[src/verilog/bbf_defs.svh]
/*
  constants for the branch, bit and flag instruction executor: opcodes,
  cycle counts, widths, reset values and register offsets.
  assumes it is included by bare name and nothing else defines these names.
*/
`ifndef BBF_DEFS_SVH
`define BBF_DEFS_SVH

// address space and stack placement
`define BBF_PC_W 11
`define BBF_DP_HI 3'h0
`define BBF_STK_HI 3'h0
`define BBF_PCH_FILL 5'h1f
`define BBF_PC_RST 11'h000
`define BBF_SP_RST 8'h7f
`define BBF_CCR_RST 5'h08

// opcodes; pairs differ only in bit 0
`define BBF_OPH_JREL 7'h10
`define BBF_OPH_JNN 7'h15
`define BBF_OP_JREL 8'h20
`define BBF_OP_NOJUMP 8'h21
`define BBF_OP_JNN 8'h2a
`define BBF_OPN_TEST 4'h0
`define BBF_OPN_SET 4'h1
`define BBF_OP_CALL 8'had
`define BBF_OP_CCLR 8'h98
`define BBF_OP_UNMASK 8'h9a

// cycle counts, variant a and variant b
`define BBF_CYC_BR_A 4'h4
`define BBF_CYC_BR_B 4'h3
`define BBF_CYC_TEST_A 4'ha
`define BBF_CYC_TEST_B 4'h5
`define BBF_CYC_SET_A 4'h7
`define BBF_CYC_SET_B 4'h5
`define BBF_CYC_CALL_A 4'h8
`define BBF_CYC_CALL_B 4'h6
`define BBF_CYC_INH 4'h2

// pc step sizes
`define BBF_LEN1 11'h001
`define BBF_LEN2 11'h002
`define BBF_LEN3 11'h003

// apb register byte offsets and control bits
`define BBF_REG_CTRL 12'h000
`define BBF_REG_PC 12'h004
`define BBF_REG_CCR 12'h008
`define BBF_REG_SP 12'h00c
`define BBF_REG_STAT 12'h010
`define BBF_CTRL_RUN 0
`define BBF_CTRL_VAR 1

`endif

[src/verilog/bbf_pkg.sv]
/*
  types shared by the executor, its decoder and its register slave.
  assumes bbf_defs.svh is on the include path.
*/
`include "bbf_defs.svh"

package bbf_pkg;
  // instruction classes handled here
  typedef enum logic [2:0] {CL_NOP, CL_BR, CL_TEST, CL_SET, CL_CALL, CL_CCLR, CL_UNMASK}
    bbf_cls_t;
  // sequencer states
  typedef enum logic [2:0] {ST_IDLE, ST_FETCH, ST_OP, ST_ARG1, ST_ARG2, ST_PUSHH, ST_WAIT}
    bbf_state_t;
  // condition code flags
  typedef struct packed {
    logic h;
    logic i;
    logic n;
    logic z;
    logic c;
  } bbf_flags_t;
  // decoded opcode
  typedef struct packed {
    bbf_cls_t cls;
    logic [2:0] bitn;
    logic inv;
    logic [3:0] tot;
  } bbf_dec_t;
  // memory request toward program and data memory
  typedef struct packed {
    logic rd;
    logic wr;
    logic [`BBF_PC_W-1:0] addr;
    logic [7:0] wdata;
  } bbf_mem_req_t;
endpackage
[src/verilog/bbf_apb.sv]
/*
  apb slave for the executor: control, pc, flags, stack pointer, status.
  assumes a standard apb master; answers every access with no wait state.
*/
`timescale 1ns/1ps
`include "bbf_defs.svh"

module bbf_apb (
  input wire logic core_clk,
  input wire logic nrst,
  input wire logic psel,
  input wire logic penable,
  input wire logic pwrite,
  input wire logic [11:0] paddr,
  input wire logic [31:0] pwdata,
  output logic [31:0] prdata,
  output logic pready,
  output logic pslverr,
  input wire logic [`BBF_PC_W-1:0] st_pc,
  input wire logic [4:0] st_ccr,
  input wire logic [7:0] st_sp,
  input wire logic st_busy,
  output logic run,
  output logic variant_a,
  output logic ld_pc,
  output logic ld_ccr,
  output logic ld_sp
);
  import bbf_pkg::*;

  logic [1:0] ctrl_r; // run and variant bits
  logic [1:0] ctrl_nxt;
  logic [31:0] rd_nxt; // read word captured in setup phase
  logic hit; // address maps to a register
  logic wr_go; // write takes effect this edge

  // decode and next values
  always_comb
  begin
    hit = 1'b1;
    rd_nxt = prdata;
    case (paddr)
      `BBF_REG_CTRL: rd_nxt = {30'h0, ctrl_r};
      `BBF_REG_PC: rd_nxt = {21'h0, st_pc};
      `BBF_REG_CCR: rd_nxt = {27'h0, st_ccr};
      `BBF_REG_SP: rd_nxt = {24'h0, st_sp};
      `BBF_REG_STAT: rd_nxt = {31'h0, st_busy};
      default:
      begin
        hit = 1'b0;
        rd_nxt = 32'h0;
      end
    endcase
    wr_go = psel && penable && pready && pwrite;
    ctrl_nxt = ctrl_r;
    if (wr_go && paddr == `BBF_REG_CTRL)
    begin
      ctrl_nxt = pwdata[1:0];
    end
  end

  // registers; pready rises for the access phase so no wait states
  always_ff @(posedge core_clk or negedge nrst)
  begin
    if (!nrst)
    begin
      ctrl_r <= 2'h0;
      prdata <= 32'h0;
      pready <= 1'b0;
      pslverr <= 1'b0;
      ld_pc <= 1'b0;
      ld_ccr <= 1'b0;
      ld_sp <= 1'b0;
    end
    else
    begin
      ctrl_r <= ctrl_nxt;
      pready <= psel && !penable;
      if (psel && !penable)
      begin
        prdata <= rd_nxt;
        pslverr <= !hit;
      end
      ld_pc <= wr_go && paddr == `BBF_REG_PC;
      ld_ccr <= wr_go && paddr == `BBF_REG_CCR;
      ld_sp <= wr_go && paddr == `BBF_REG_SP;
    end
  end

  assign run = ctrl_r[`BBF_CTRL_RUN];
  assign variant_a = ctrl_r[`BBF_CTRL_VAR];
endmodule

[src/verilog/bbf_decode.sv]
/*
  opcode decoder: class, bit index, condition inversion and total cycles.
  assumes the variant input selects the slower (1) or faster (0) timing.
*/
`timescale 1ns/1ps
`include "bbf_defs.svh"

module bbf_decode (
  input wire logic [7:0] opcode,
  input wire logic variant_a,
  output bbf_pkg::bbf_dec_t dec
);
  import bbf_pkg::*;

  // pure lookup, no state
  always_comb
  begin
    dec.cls = CL_NOP;
    dec.bitn = opcode[3:1];
    dec.inv = opcode[0];
    dec.tot = `BBF_CYC_INH;
    if (opcode[7:1] == `BBF_OPH_JREL || opcode[7:1] == `BBF_OPH_JNN)
    begin
      dec.cls = CL_BR;
      dec.tot = variant_a ? `BBF_CYC_BR_A : `BBF_CYC_BR_B;
    end
    else if (opcode[7:4] == `BBF_OPN_TEST)
    begin
      dec.cls = CL_TEST;
      dec.tot = variant_a ? `BBF_CYC_TEST_A : `BBF_CYC_TEST_B;
    end
    else if (opcode[7:4] == `BBF_OPN_SET && !opcode[0])
    begin
      // odd codes in this row are not ours and run as one-byte no-ops
      dec.cls = CL_SET;
      dec.tot = variant_a ? `BBF_CYC_SET_A : `BBF_CYC_SET_B;
    end
    else if (opcode == `BBF_OP_CALL)
    begin
      dec.cls = CL_CALL;
      dec.tot = variant_a ? `BBF_CYC_CALL_A : `BBF_CYC_CALL_B;
    end
    else if (opcode == `BBF_OP_CCLR)
    begin
      dec.cls = CL_CCLR;
    end
    else if (opcode == `BBF_OP_UNMASK)
    begin
      dec.cls = CL_UNMASK;
    end
  end
endmodule

[src/verilog/bbf_exec.sv]
/*
  executor for relative branches, bit test and branch, bit set, relative
  call and the carry / interrupt mask clears, with its apb register slave.
  assumes memory answers a read combinationally in the cycle mem_req.rd is
  high, and takes a write at the edge that ends a cycle with mem_req.wr high.
*/
`timescale 1ns/1ps
`include "bbf_defs.svh"

module bbf_exec (
  input wire logic core_clk,
  input wire logic nrst,
  input wire logic psel,
  input wire logic penable,
  input wire logic pwrite,
  input wire logic [11:0] paddr,
  input wire logic [31:0] pwdata,
  output logic [31:0] prdata,
  output logic pready,
  output logic pslverr,
  output bbf_pkg::bbf_mem_req_t mem_req,
  input wire logic [7:0] mem_rdata,
  input wire logic irq_req,
  output logic irq_ack,
  output logic busy
);
  import bbf_pkg::*;

  localparam int W = `BBF_PC_W;

  bbf_state_t st_r, st_nxt; // sequencer state
  logic [3:0] cnt_r, cnt_nxt; // cycles since the opcode fetch
  logic [W-1:0] pc_r, pc_nxt; // address of the current instruction
  logic [W-1:0] tgt_r, tgt_nxt; // next pc, held while padding
  logic [7:0] sp_r, sp_nxt; // stack pointer
  bbf_flags_t cc_r, cc_nxt; // condition codes
  logic [7:0] op_r, op_nxt; // opcode
  logic [7:0] b2_r, b2_nxt; // second byte
  logic [7:0] opnd_r, opnd_nxt; // direct page operand
  bbf_mem_req_t req_nxt; // next memory request
  logic ack_nxt; // interrupt accept pulse
  bbf_dec_t dec; // decode of the current opcode
  logic [7:0] dec_in; // opcode seen by the decoder
  logic run, variant_a, ld_pc, ld_ccr, ld_sp;
  logic last; // this is the final cycle of the instruction
  logic fin; // work done, leave the rest to padding
  logic taken; // branch condition after inversion
  logic [W-1:0] pc_end; // next pc chosen this cycle
  logic [W-1:0] ret; // return address for the call
  logic [7:0] mask; // one-hot bit for the bit set
  logic [31:0] pwdata_q; // apb write data, one cycle behind the access edge

  // sign-extend and add; the carry out drops so targets wrap
  function automatic logic [W-1:0] rel(input logic [W-1:0] base, input logic [7:0] d);
    rel = base + {{(W-8){d[7]}}, d};
  endfunction

  bbf_decode u_dec (
    .opcode(dec_in),
    .variant_a(variant_a),
    .dec(dec)
  );

  bbf_apb u_apb (
    .core_clk(core_clk),
    .nrst(nrst),
    .psel(psel),
    .penable(penable),
    .pwrite(pwrite),
    .paddr(paddr),
    .pwdata(pwdata),
    .prdata(prdata),
    .pready(pready),
    .pslverr(pslverr),
    .st_pc(pc_r),
    .st_ccr(cc_r),
    .st_sp(sp_r),
    .st_busy(busy),
    .run(run),
    .variant_a(variant_a),
    .ld_pc(ld_pc),
    .ld_ccr(ld_ccr),
    .ld_sp(ld_sp)
  );

  // during the fetch cycle the opcode is still on the memory bus
  assign dec_in = (st_r == ST_FETCH) ? mem_rdata : op_r;
  assign last = (cnt_r == dec.tot - 4'h1);
  assign ret = pc_r + `BBF_LEN2;

  // sequencer: one state per memory cycle, then pad to the cycle count
  always_comb
  begin
    st_nxt = st_r;
    cnt_nxt = cnt_r + 4'h1;
    pc_nxt = pc_r;
    tgt_nxt = tgt_r;
    sp_nxt = sp_r;
    cc_nxt = cc_r;
    op_nxt = op_r;
    b2_nxt = b2_r;
    opnd_nxt = opnd_r;
    req_nxt = '0;
    req_nxt.addr = mem_req.addr;
    ack_nxt = 1'b0;
    fin = 1'b0;
    taken = 1'b0;
    pc_end = pc_r;
    mask = 8'h1 << dec.bitn;
    case (st_r)
      ST_IDLE:
      begin
        cnt_nxt = 4'h0;
        if (run)
        begin
          req_nxt.rd = 1'b1;
          req_nxt.addr = pc_r;
          st_nxt = ST_FETCH;
        end
      end
      ST_FETCH:
      begin
        op_nxt = mem_rdata;
        req_nxt.rd = 1'b1;
        req_nxt.addr = pc_r + `BBF_LEN1;
        st_nxt = ST_OP;
      end
      ST_OP:
      begin
        b2_nxt = mem_rdata;
        case (dec.cls)
          CL_BR:
          begin
            // the jump pair tests true, the other pair tests n clear
            taken = ((op_r[7:1] == `BBF_OPH_JREL) ? 1'b1 : !cc_r.n) ^ dec.inv;
            pc_end = taken ? rel(ret, mem_rdata) : ret;
            fin = 1'b1;
          end
          CL_TEST, CL_SET:
          begin
            req_nxt.rd = 1'b1;
            req_nxt.addr = {`BBF_DP_HI, mem_rdata};
            st_nxt = ST_ARG1;
          end
          CL_CALL:
          begin
            // low byte first, at the current stack pointer
            req_nxt.wr = 1'b1;
            req_nxt.addr = {`BBF_STK_HI, sp_r};
            req_nxt.wdata = ret[7:0];
            sp_nxt = sp_r - 8'h1;
            st_nxt = ST_PUSHH;
          end
          CL_CCLR:
          begin
            cc_nxt.c = 1'b0;
            pc_end = pc_r + `BBF_LEN1;
            fin = 1'b1;
          end
          CL_UNMASK:
          begin
            cc_nxt.i = 1'b0;
            pc_end = pc_r + `BBF_LEN1;
            fin = 1'b1;
          end
          default:
          begin
            // opcodes outside this group step over one byte
            pc_end = pc_r + `BBF_LEN1;
            fin = 1'b1;
          end
        endcase
      end
      ST_ARG1:
      begin
        opnd_nxt = mem_rdata;
        if (dec.cls == CL_TEST)
        begin
          cc_nxt.c = mem_rdata[dec.bitn];
          req_nxt.rd = 1'b1;
          req_nxt.addr = pc_r + `BBF_LEN2;
          st_nxt = ST_ARG2;
        end
        else
        begin
          // read-modify-write; flags are left alone
          req_nxt.wr = 1'b1;
          req_nxt.addr = {`BBF_DP_HI, b2_r};
          req_nxt.wdata = mem_rdata | mask;
          pc_end = pc_r + `BBF_LEN2;
          fin = 1'b1;
        end
      end
      ST_ARG2:
      begin
        taken = opnd_r[dec.bitn] ^ dec.inv;
        pc_end = taken ? rel(pc_r + `BBF_LEN3, mem_rdata) : pc_r + `BBF_LEN3;
        fin = 1'b1;
      end
      ST_PUSHH:
      begin
        req_nxt.wr = 1'b1;
        req_nxt.addr = {`BBF_STK_HI, sp_r};
        req_nxt.wdata = {`BBF_PCH_FILL, ret[W-1:8]};
        sp_nxt = sp_r - 8'h1;
        pc_end = rel(ret, b2_r);
        fin = 1'b1;
      end
      ST_WAIT:
        pc_end = tgt_r;
      default:
        st_nxt = ST_IDLE;
    endcase
    if (fin)
    begin
      tgt_nxt = pc_end;
      st_nxt = ST_WAIT;
    end
    // instruction boundary: commit pc, take a pending interrupt, fetch next
    if ((fin || st_r == ST_WAIT) && last)
    begin
      pc_nxt = pc_end;
      cnt_nxt = 4'h0;
      if (irq_req && !cc_nxt.i)
      begin
        ack_nxt = 1'b1;
        cc_nxt.i = 1'b1;
      end
      st_nxt = run ? ST_FETCH : ST_IDLE;
      req_nxt.rd = run;
      req_nxt.addr = pc_nxt;
    end
    // software may load state only while stopped
    if (st_r == ST_IDLE)
    begin
      if (ld_pc)
        pc_nxt = pwdata_q[W-1:0];
      if (ld_ccr)
        cc_nxt = pwdata_q[4:0];
      if (ld_sp)
        sp_nxt = pwdata_q[7:0];
    end
  end

  // apb write data, held one cycle to line up with the load strobes
  always_ff @(posedge core_clk or negedge nrst)
  begin
    if (!nrst)
      pwdata_q <= 32'h0;
    else if (psel && penable && pwrite)
      pwdata_q <= pwdata;
  end

  // state registers
  always_ff @(posedge core_clk or negedge nrst)
  begin
    if (!nrst)
    begin
      st_r <= ST_IDLE;
      cnt_r <= 4'h0;
      pc_r <= `BBF_PC_RST;
      tgt_r <= `BBF_PC_RST;
      sp_r <= `BBF_SP_RST;
      cc_r <= `BBF_CCR_RST;
      op_r <= 8'h0;
      b2_r <= 8'h0;
      opnd_r <= 8'h0;
      mem_req <= '0;
      irq_ack <= 1'b0;
      busy <= 1'b0;
    end
    else
    begin
      st_r <= st_nxt;
      cnt_r <= cnt_nxt;
      pc_r <= pc_nxt;
      tgt_r <= tgt_nxt;
      sp_r <= sp_nxt;
      cc_r <= cc_nxt;
      op_r <= op_nxt;
      b2_r <= b2_nxt;
      opnd_r <= opnd_nxt;
      mem_req <= req_nxt;
      irq_ack <= ack_nxt;
      busy <= (st_nxt != ST_IDLE);
    end
  end

  chk_jnn_skip: assert property (@(posedge core_clk) disable iff (!nrst)
    (st_r == ST_OP && op_r == `BBF_OP_JNN && cc_r.n) |=> tgt_r == $past(pc_r) + `BBF_LEN2)
    else $error("negative flag set yet branch taken");
  chk_jrel_target: assert property (@(posedge core_clk) disable iff (!nrst)
    (st_r == ST_OP && op_r == `BBF_OP_JREL)
    |=> tgt_r == $past(pc_r) + `BBF_LEN2 + {{(W-8){$past(mem_rdata[7])}}, $past(mem_rdata)})
    else $error("always-jump target wrong");
  chk_nojump_len: assert property (@(posedge core_clk) disable iff (!nrst)
    (st_r == ST_FETCH && mem_rdata == `BBF_OP_NOJUMP && variant_a)
    |=> ##3 (cnt_r == 4'h0 && pc_r == $past(pc_r, 4) + `BBF_LEN2))
    else $error("never-jump not a four-cycle two-byte step");
  chk_test_carry: assert property (@(posedge core_clk) disable iff (!nrst)
    (st_r == ST_ARG1 && dec.cls == CL_TEST)
    |=> (cc_r.c == $past(mem_rdata[dec.bitn]) && cc_r[4:1] == $past(cc_r[4:1])))
    else $error("bit test carry or other flags wrong");
  chk_set_write: assert property (@(posedge core_clk) disable iff (!nrst)
    (st_r == ST_ARG1 && dec.cls == CL_SET) |=> (mem_req.wr && cc_r == $past(cc_r)
      && mem_req.wdata == ($past(mem_rdata) | (8'h1 << $past(op_r[3:1])))))
    else $error("bit set wrote wrong value or touched flags");
  chk_call_push: assert property (@(posedge core_clk) disable iff (!nrst)
    (st_r == ST_OP && dec.cls == CL_CALL)
    |=> mem_req.wr ##1 (mem_req.wr && sp_r == $past(sp_r, 2) - 8'h2))
    else $error("call pushes or stack pointer wrong");
  chk_call_fill: assert property (@(posedge core_clk) disable iff (!nrst)
    st_r == ST_PUSHH |=> mem_req.wdata[7:W-8] == `BBF_PCH_FILL)
    else $error("unused return bits not ones");
  chk_cclr_only: assert property (@(posedge core_clk) disable iff (!nrst)
    (st_r == ST_OP && dec.cls == CL_CCLR)
    |=> (!cc_r.c && cc_r.h == $past(cc_r.h) && cc_r.n == $past(cc_r.n) && cc_r.z == $past(cc_r.z)))
    else $error("carry clear disturbed other flags");
  chk_unmask_irq: assert property (@(posedge core_clk) disable iff (!nrst)
    (st_r == ST_OP && dec.cls == CL_UNMASK && irq_req) |=> irq_ack)
    else $error("pending interrupt not taken after unmask");
endmodule

[config.mk]
export PLATFORM = sky130hd
export DESIGN_NAME = bbf_exec
export DESIGN_NICKNAME = d
export VERILOG_FILES = /design/src/verilog/bbf_pkg.sv /design/src/verilog/bbf_apb.sv /design/src/verilog/bbf_decode.sv /design/src/verilog/bbf_exec.sv
export VERILOG_INCLUDE_DIRS = /design/src /design/src/verilog
export SDC_FILE = /design/constraint.sdc
export NUM_CORES = 1
export LEC_CHECK = 0
export BUFFER_PORTS_ARGS = -buffer_cell sky130_fd_sc_hd__buf_2
export CAP_MARGIN = 0
export CELL_PAD_IN_SITES_DETAIL_PLACEMENT = 1
export CELL_PAD_IN_SITES_GLOBAL_PLACEMENT = 2
export CORE_MARGIN = 3
export CORE_UTILIZATION = 36
export DETAILED_ROUTE_END_ITERATION = 10
export GPL_TIMING_DRIVEN = 0
export PLACE_DENSITY_LB_ADDON = 0.1
export SLEW_MARGIN = 25
export SYNTH_ARGS = -nofsm -noshare
export SYNTH_HDL_FRONTEND = slang
export SYNTH_SLANG_ARGS = --single-unit
[constraint.sdc]
create_clock -name core_clk -period 4.8 [get_ports core_clk]
set_clock_uncertainty 0.15 [all_clocks]
set_input_delay 1.44 -clock core_clk [delete_from_list [all_inputs] [get_ports core_clk]]
set_output_delay 1.44 -clock core_clk [all_outputs]
set_load 0.03 [all_outputs]
======== After elaboration in Yosys (flattened, before gate mapping) ========
Cells that the tools add are included.
storage, ports and cells
  input bits .............................. 58
  register bits after elaboration ......... 139
  word-level logic and storage cells ...... 170
operators by class
  $lt $le $gt $ge ......................... 1
  shifts and indexed selects .............. 1
  mux-type cells .......................... 72
  add/sub/neg operators ................... 9
  reduce and logical (&&, ||, !) cells .... 31
  bitwise operators ....................... 3
  eq/ne operators ......................... 26
operator list
  operator                                                           number
  11-bit one-hot mux with 5 select lines                             3
  11-bit 2-to-1 mux                                                  9
  8-bit 2-to-1 mux                                                   6
  11-bit one-hot mux with 2 select lines                             2
  4-bit 2-to-1 mux                                                   10
  11-bit adder                                                       3
  3-bit 2-to-1 mux                                                   11
  12-bit by 4-bit == test with 1-bit output, second input constant   2
  8-bit == test, second input constant                               3
  8-bit one-hot mux with 3 select lines                              1
  11-bit by 2-bit adder with 11-bit output, second input constant    2
  7-bit by 5-bit == test with 1-bit output, second input constant    3
  1-bit 2-to-1 mux                                                   20
  3-bit == test, second input constant                               6
  8-bit one-hot mux with 2 select lines                              1
  3-bit one-hot mux with 5 select lines                              1
  12-bit by 3-bit == test with 1-bit output, second input constant   1
  12-bit by 5-bit == test with 1-bit output, second input constant   1
  3-bit by 2-bit == test with 1-bit output, second input constant    4
  1-bit logical AND                                                  12
  12-bit logical NOT                                                 1
  11-bit by 1-bit adder with 11-bit output, second input constant    1
  8-bit bitwise OR                                                   1
  1-bit by 3-bit << shifter with 8-bit output, first input constant  1
  27 further kinds                                                   38

======== Depth between registers and ports, before layout ========
  depth after elaboration ................. 18
  gate-level depth with buffers ........... 17
  gate-level depth less buffers ........... 14

======== Hierarchy ========
Synthesis repeated with hierarchy kept, for this count alone.
second synthesis, totals
  cells, all modules ...................... 1055
  area total of the unflattened synthesis .. 8912.3 um^2
modules (own cells, without submodules)
  module      cells an instance  instances  area each (um^2)
  bbf_exec    916                1          7587.3
  bbf_apb     105                1          1088.5
  bbf_decode  34                 1          236.5

======== Worst setup path after synthesis ========
No wires, ideal clock.
  kind .................................... input port to flip-flop
  start ................................... input port mem_rdata[2]
  end ..................................... register busy
  path slack .............................. 0.379 ns
  library setup time ...................... 0.143 ns
  arrival time ............................ 4.128 ns
  stages on the path ...................... 13
  path through ............................ clkbuf_1 > or3_1 > nor4_1 > or2_1 > a211oi_1 > ha_1 > xnor2_1 > nor4_1 > a311oi_1 > nand4_1 > buf_2 > o21ai_0 > a21boi_0
on the way
  longest elaborated chain between the ends .. 16
RTL lines
  element                                                                 RTL line         source
  start: declaration                                                      bbf_exec.sv:22   input wire logic [7:0] mem_rdata,
  8-bit 2-to-1 mux (*)                                                    n/a
  parallel branches: the longest is 13 deep, another holds 8-bit == test  n/a
  3-bit 2-to-1 mux (*)                                                    bbf_exec.sv:220  if ((fin || st_r == ST_WAIT) && last)
  3-bit nonzero test (*)                                                  bbf_exec.sv:285  busy <= (st_nxt != ST_IDLE);
  end signal: assignment                                                  bbf_exec.sv:285
  end: declaration                                                        bbf_exec.sv:25   output logic busy
Every way passes the cells marked *.
A chain may end at the register's enable or synchronous reset.

======== Worst setup path after layout ========
Same ends and word-level chain as after synthesis.

==> results.py <==
metrics = {
    "run_status": {
        "status": "completed",
    },
    "global_routing": {
        "grt_antenna_before_repair": 0,
        "grtUsageTotal_pct": 28.7,
        "globalRouteOverflowTotal": 0,
        "grt_max_degree": 79,
        "grt_pass1_vias": 9069,
        "grt_pass1_wl_um": 57600,
    },
    "setup_path": {
        "crit_required_ps": 4910,
        "path_cells": "buf_2, clkbuf_2, or3_1, nor4_4, or2_4, a211oi_2, ha_1, xnor2_2, nor2_1, a211oi_1, nand4_1, buf_4, clkbuf_4, o21ai_0, a21boi_0",
        "arrival_ps": 4780,
        "critPathCaptureType": "flip-flop",
        "slowest_stage": "or3_1",
        "critPathKind": "input port to flip-flop",
        "crit_buf_inv": 4,
        "critical-path-max-stage-delay_ps": 470,
        "critical-path-top-delay-family": "simple AND/OR/NAND/NOR gates",
        "critical_path.max_fanout": 10,
        "start_kind": "input port",
    },
    "die": {
        "start_util_pct": 36.9,
        "chipWidth_um": 164,
        "die_h_um": 164,
        "pin_count": 115,
        "row_count": 57,
        "dieArea_um2": 27000,
        "core_area_um2": 24500,
    },
    "drt": {
        "vias": 9020,
        "wire_per_inst_um": 25.0,
        "drc": 0,
        "ant_nets": 0,
        "drt-initial-drc-count": 675,
        "drt_first_pass_iters": 5,
        "routed_wl_um": 38300,
        "viasPerCell": 5.89,
    },
    "place": {
        "place.gp.congestion": 0.964,
        "io_buffers": 72,
        "dp_hpwl_um": 29000,
        "dp.cells": 1493,
    },
    "synthesis": {
        "synthCells": 1076,
        "synthArstFlopShare_pct": 100,
        "ys.flop_type": "dfrtp_1",
        "synth-edff-count": 0,
        "synthDistinctLibCells": 88,
        "yosys_warnings": 0,
        "seq_area_frac_synth_pct": 32.8,
        "synth_seq_cells": 118,
        "avgSynthCellArea_um2": 8.40,
        "syn-cell-area_um2": 9040,
    },
    "sta": {
        "drv_slew": 0,
        "period_minus_slack_ps": 4670,
        "finalSetupViolCount": 0,
        "hold_violations": 0,
        "max_freq_ghz": 0.214,
        "period_share_pct": 97.3,
        "relSlewSlack_pct": 27.1,
        "worst_hold_slack_ps": 323,
        "tightest_slew_ps": 1080,
    },
    "clocking": {
        "clkSinkCount": 118,
        "numCtsBuffers": 17,
        "cts_max_level": 4,
        "clkTransAtPathRegs_ps": 70,
        "clk_latency_ps": 440,
        "cts_tree": "done",
        "cts_buffer_depth": 2,
        "cts_root_buffer": "clkbuf_16",
    },
    "worst_hold_path": {
        "hold_path_class": "flip-flop to flip-flop",
    },
    "power_and_ir_drop": {
        "leakagePower_nw": 4.71,
        "ir_drop_uv": 373,
        "p_per_area_nw_per_um2": 772,
    },
    "layout": {
        "drive_gt1_share_pct": 18.6,
        "areaGrowthSynthToFinish_pct": 18.4,
        "fin_nets": 1292,
        "stdcell_count": 1531,
        "insertedDiodeCount": 0,
    },
    "run": {
        "maxCapViolations": 0,
    },
}
## cells by family (layout without fill, tap and decap cells)
kind of cell | count (synthesis) | after routing | share of synthesized area [%]
fa+ha+maj | 40 | 40 | 5.79
flops | 118 | 118 | 32.8
xor+xnor | 64 | 64 | 6.20
mux | 57 | 57 | 6.96
other cells | 1 | 21 | 0.0415
compound gates | 286 | 286 | 21.5
buf+inv | 120 | 231 | 6.20
simple gates | 390 | 390 | 20.5
## stage by stage
stage	setup TNS (ps)	util (%)	power [W]	area, um2	setup slack [ps]
after CTS	0	43.4	0.00817	10600	22.7
after detailed placement	-37470	40.6	0.00667	9930	-1270
final	0	43.7	0.00825	10700	130
after global routing	-5.30	43.7	0.00880	10700	-5.30
after global placement	-34140	40.4	0.00658	9880	-1200
after floorplan	0	-	0.00506	9110	379
## repair_timing
item,4_1_cts,5_1_grt
resized for setup,14,12
pin swaps,2,1
endpoints found under the setup margin,33,34
setup buffers,3,3
hold buffers,0,0
## synthesized netlist by cell type, types with 7 or more instances
master | instances | share of area, %
xnor2_1 | 40 | 3.9
nand2_1 | 135 | 5.6
dfstp_2 | 8 | 2.3
o22ai_1 | 7 | 0.48
nand4_1 | 8 | 0.55
nor3_1 | 30 | 1.7
nand3b_1 | 9 | 0.75
o21a_1 | 7 | 0.58
nand3_1 | 36 | 2.0
mux2i_1 | 28 | 3.1
and3_1 | 17 | 1.2
a21o_1 | 9 | 0.75
a31oi_1 | 8 | 0.55
nor4_1 | 11 | 0.76
buf_4 | 22 | 1.8
a221oi_1 | 13 | 1.3
o21ai_0 | 83 | 4.6
or2_2 | 9 | 0.62
nand2b_1 | 7 | 0.48
o221ai_1 | 12 | 1.2
xor2_1 | 24 | 2.3
nor2_1 | 92 | 3.8
o211ai_1 | 9 | 0.75
a21oi_1 | 59 | 3.3
nor2b_1 | 9 | 0.62
ha_1 | 37 | 5.1
inv_1 | 31 | 1.3
mux2_2 | 27 | 3.4
clkbuf_1 | 50 | 2.1
dfrtp_1 | 110 | 30
a211oi_1 | 13 | 1.1
## cell usage in the layout (no fill, tap or decap), types with 13 or more instances in the layout
master,synthesis,final
o21ai_0,83,82
mux2_2,27,27
and3_1,17,17
nand3_1,36,36
clkbuf_1,50,45
buf_2,5,74
xor2_1,24,23
a221oi_1,13,13
nand2_1,135,135
mux2i_1,28,26
inv_1,31,31
nor2_1,92,92
conb_1,1,21
buf_4,22,29
dfrtp_1,110,110
nor3_1,30,29
clkbuf_16,0,17
a21oi_1,59,59
xnor2_1,40,37
ha_1,37,37
## worst paths after layout
path | cells after the start | from | slack, ps | to
worst min register to register | 2 | tgt_r[0]$_DFFE_PN0P_ | 320 | tgt_r[0]$_DFFE_PN0P_
worst max-delay path | 15 | mem_rdata[2] | 130 | busy$_DFF_PN0_
worst max register to register | 15 | pc_r[1]$_DFF_PN0_ | 220 | pc_r[10]$_DFF_PN0_
max in group asynchronous | 2 | nrst | 3010 | sp_r[5]$_DFF_PN1_
min in group asynchronous | 1 | nrst | 740 | op_r[1]$_DFF_PN0_
worst min-delay path | 2 | tgt_r[0]$_DFFE_PN0P_ | 320 | tgt_r[0]$_DFFE_PN0P_
## state kept, by name, summed over array words and instances (netlist names), 2 cells and up
signal,count
sp_r,8
mem_req,21
cc_r,5
u_apb.ctrl_r,2
cnt_r,4
st_r,3
pc_r,11
b2_r,8
tgt_r,11
op_r,8
opnd_r,8
pwdata_q,11
u_apb.prdata,11
## power by group
group	internal [W]	leakage, nW	switching [W]
logic	0.00188	2.95	0.00329
registers	0.00134	1.45	0.000335
clock network	0.000908	0.311	0.000499
## worst min-delay path, stage by stage (launching register included)
cell     delay, ps
dfrtp_1        350
nand2_1         50
nand2_1         50
## layer usage
| metal | track usage [%] | share of wire [%] |
|---|---|---|
| met1 | 40.7 | 45 |
| met2 | 45.0 | 45 |
| met3 | 4.64 | 6.3 |
| met4 | 8.84 | 2.9 |
| met5 | 0 | 0 |
## layout make-up
type / instances / area [um2]
sequential: 118 / 2960
fill: 2953 / 13800
inverter: 34 / 128
timing repair buffer: 79 / 443
clock inverter: 9 / 149
buffer: 86 / 448
tap: 324 / 405
multi-input combinational: 858 / 5690
clock buffer: 23 / 478
Power figures use the tool's default switching activity.
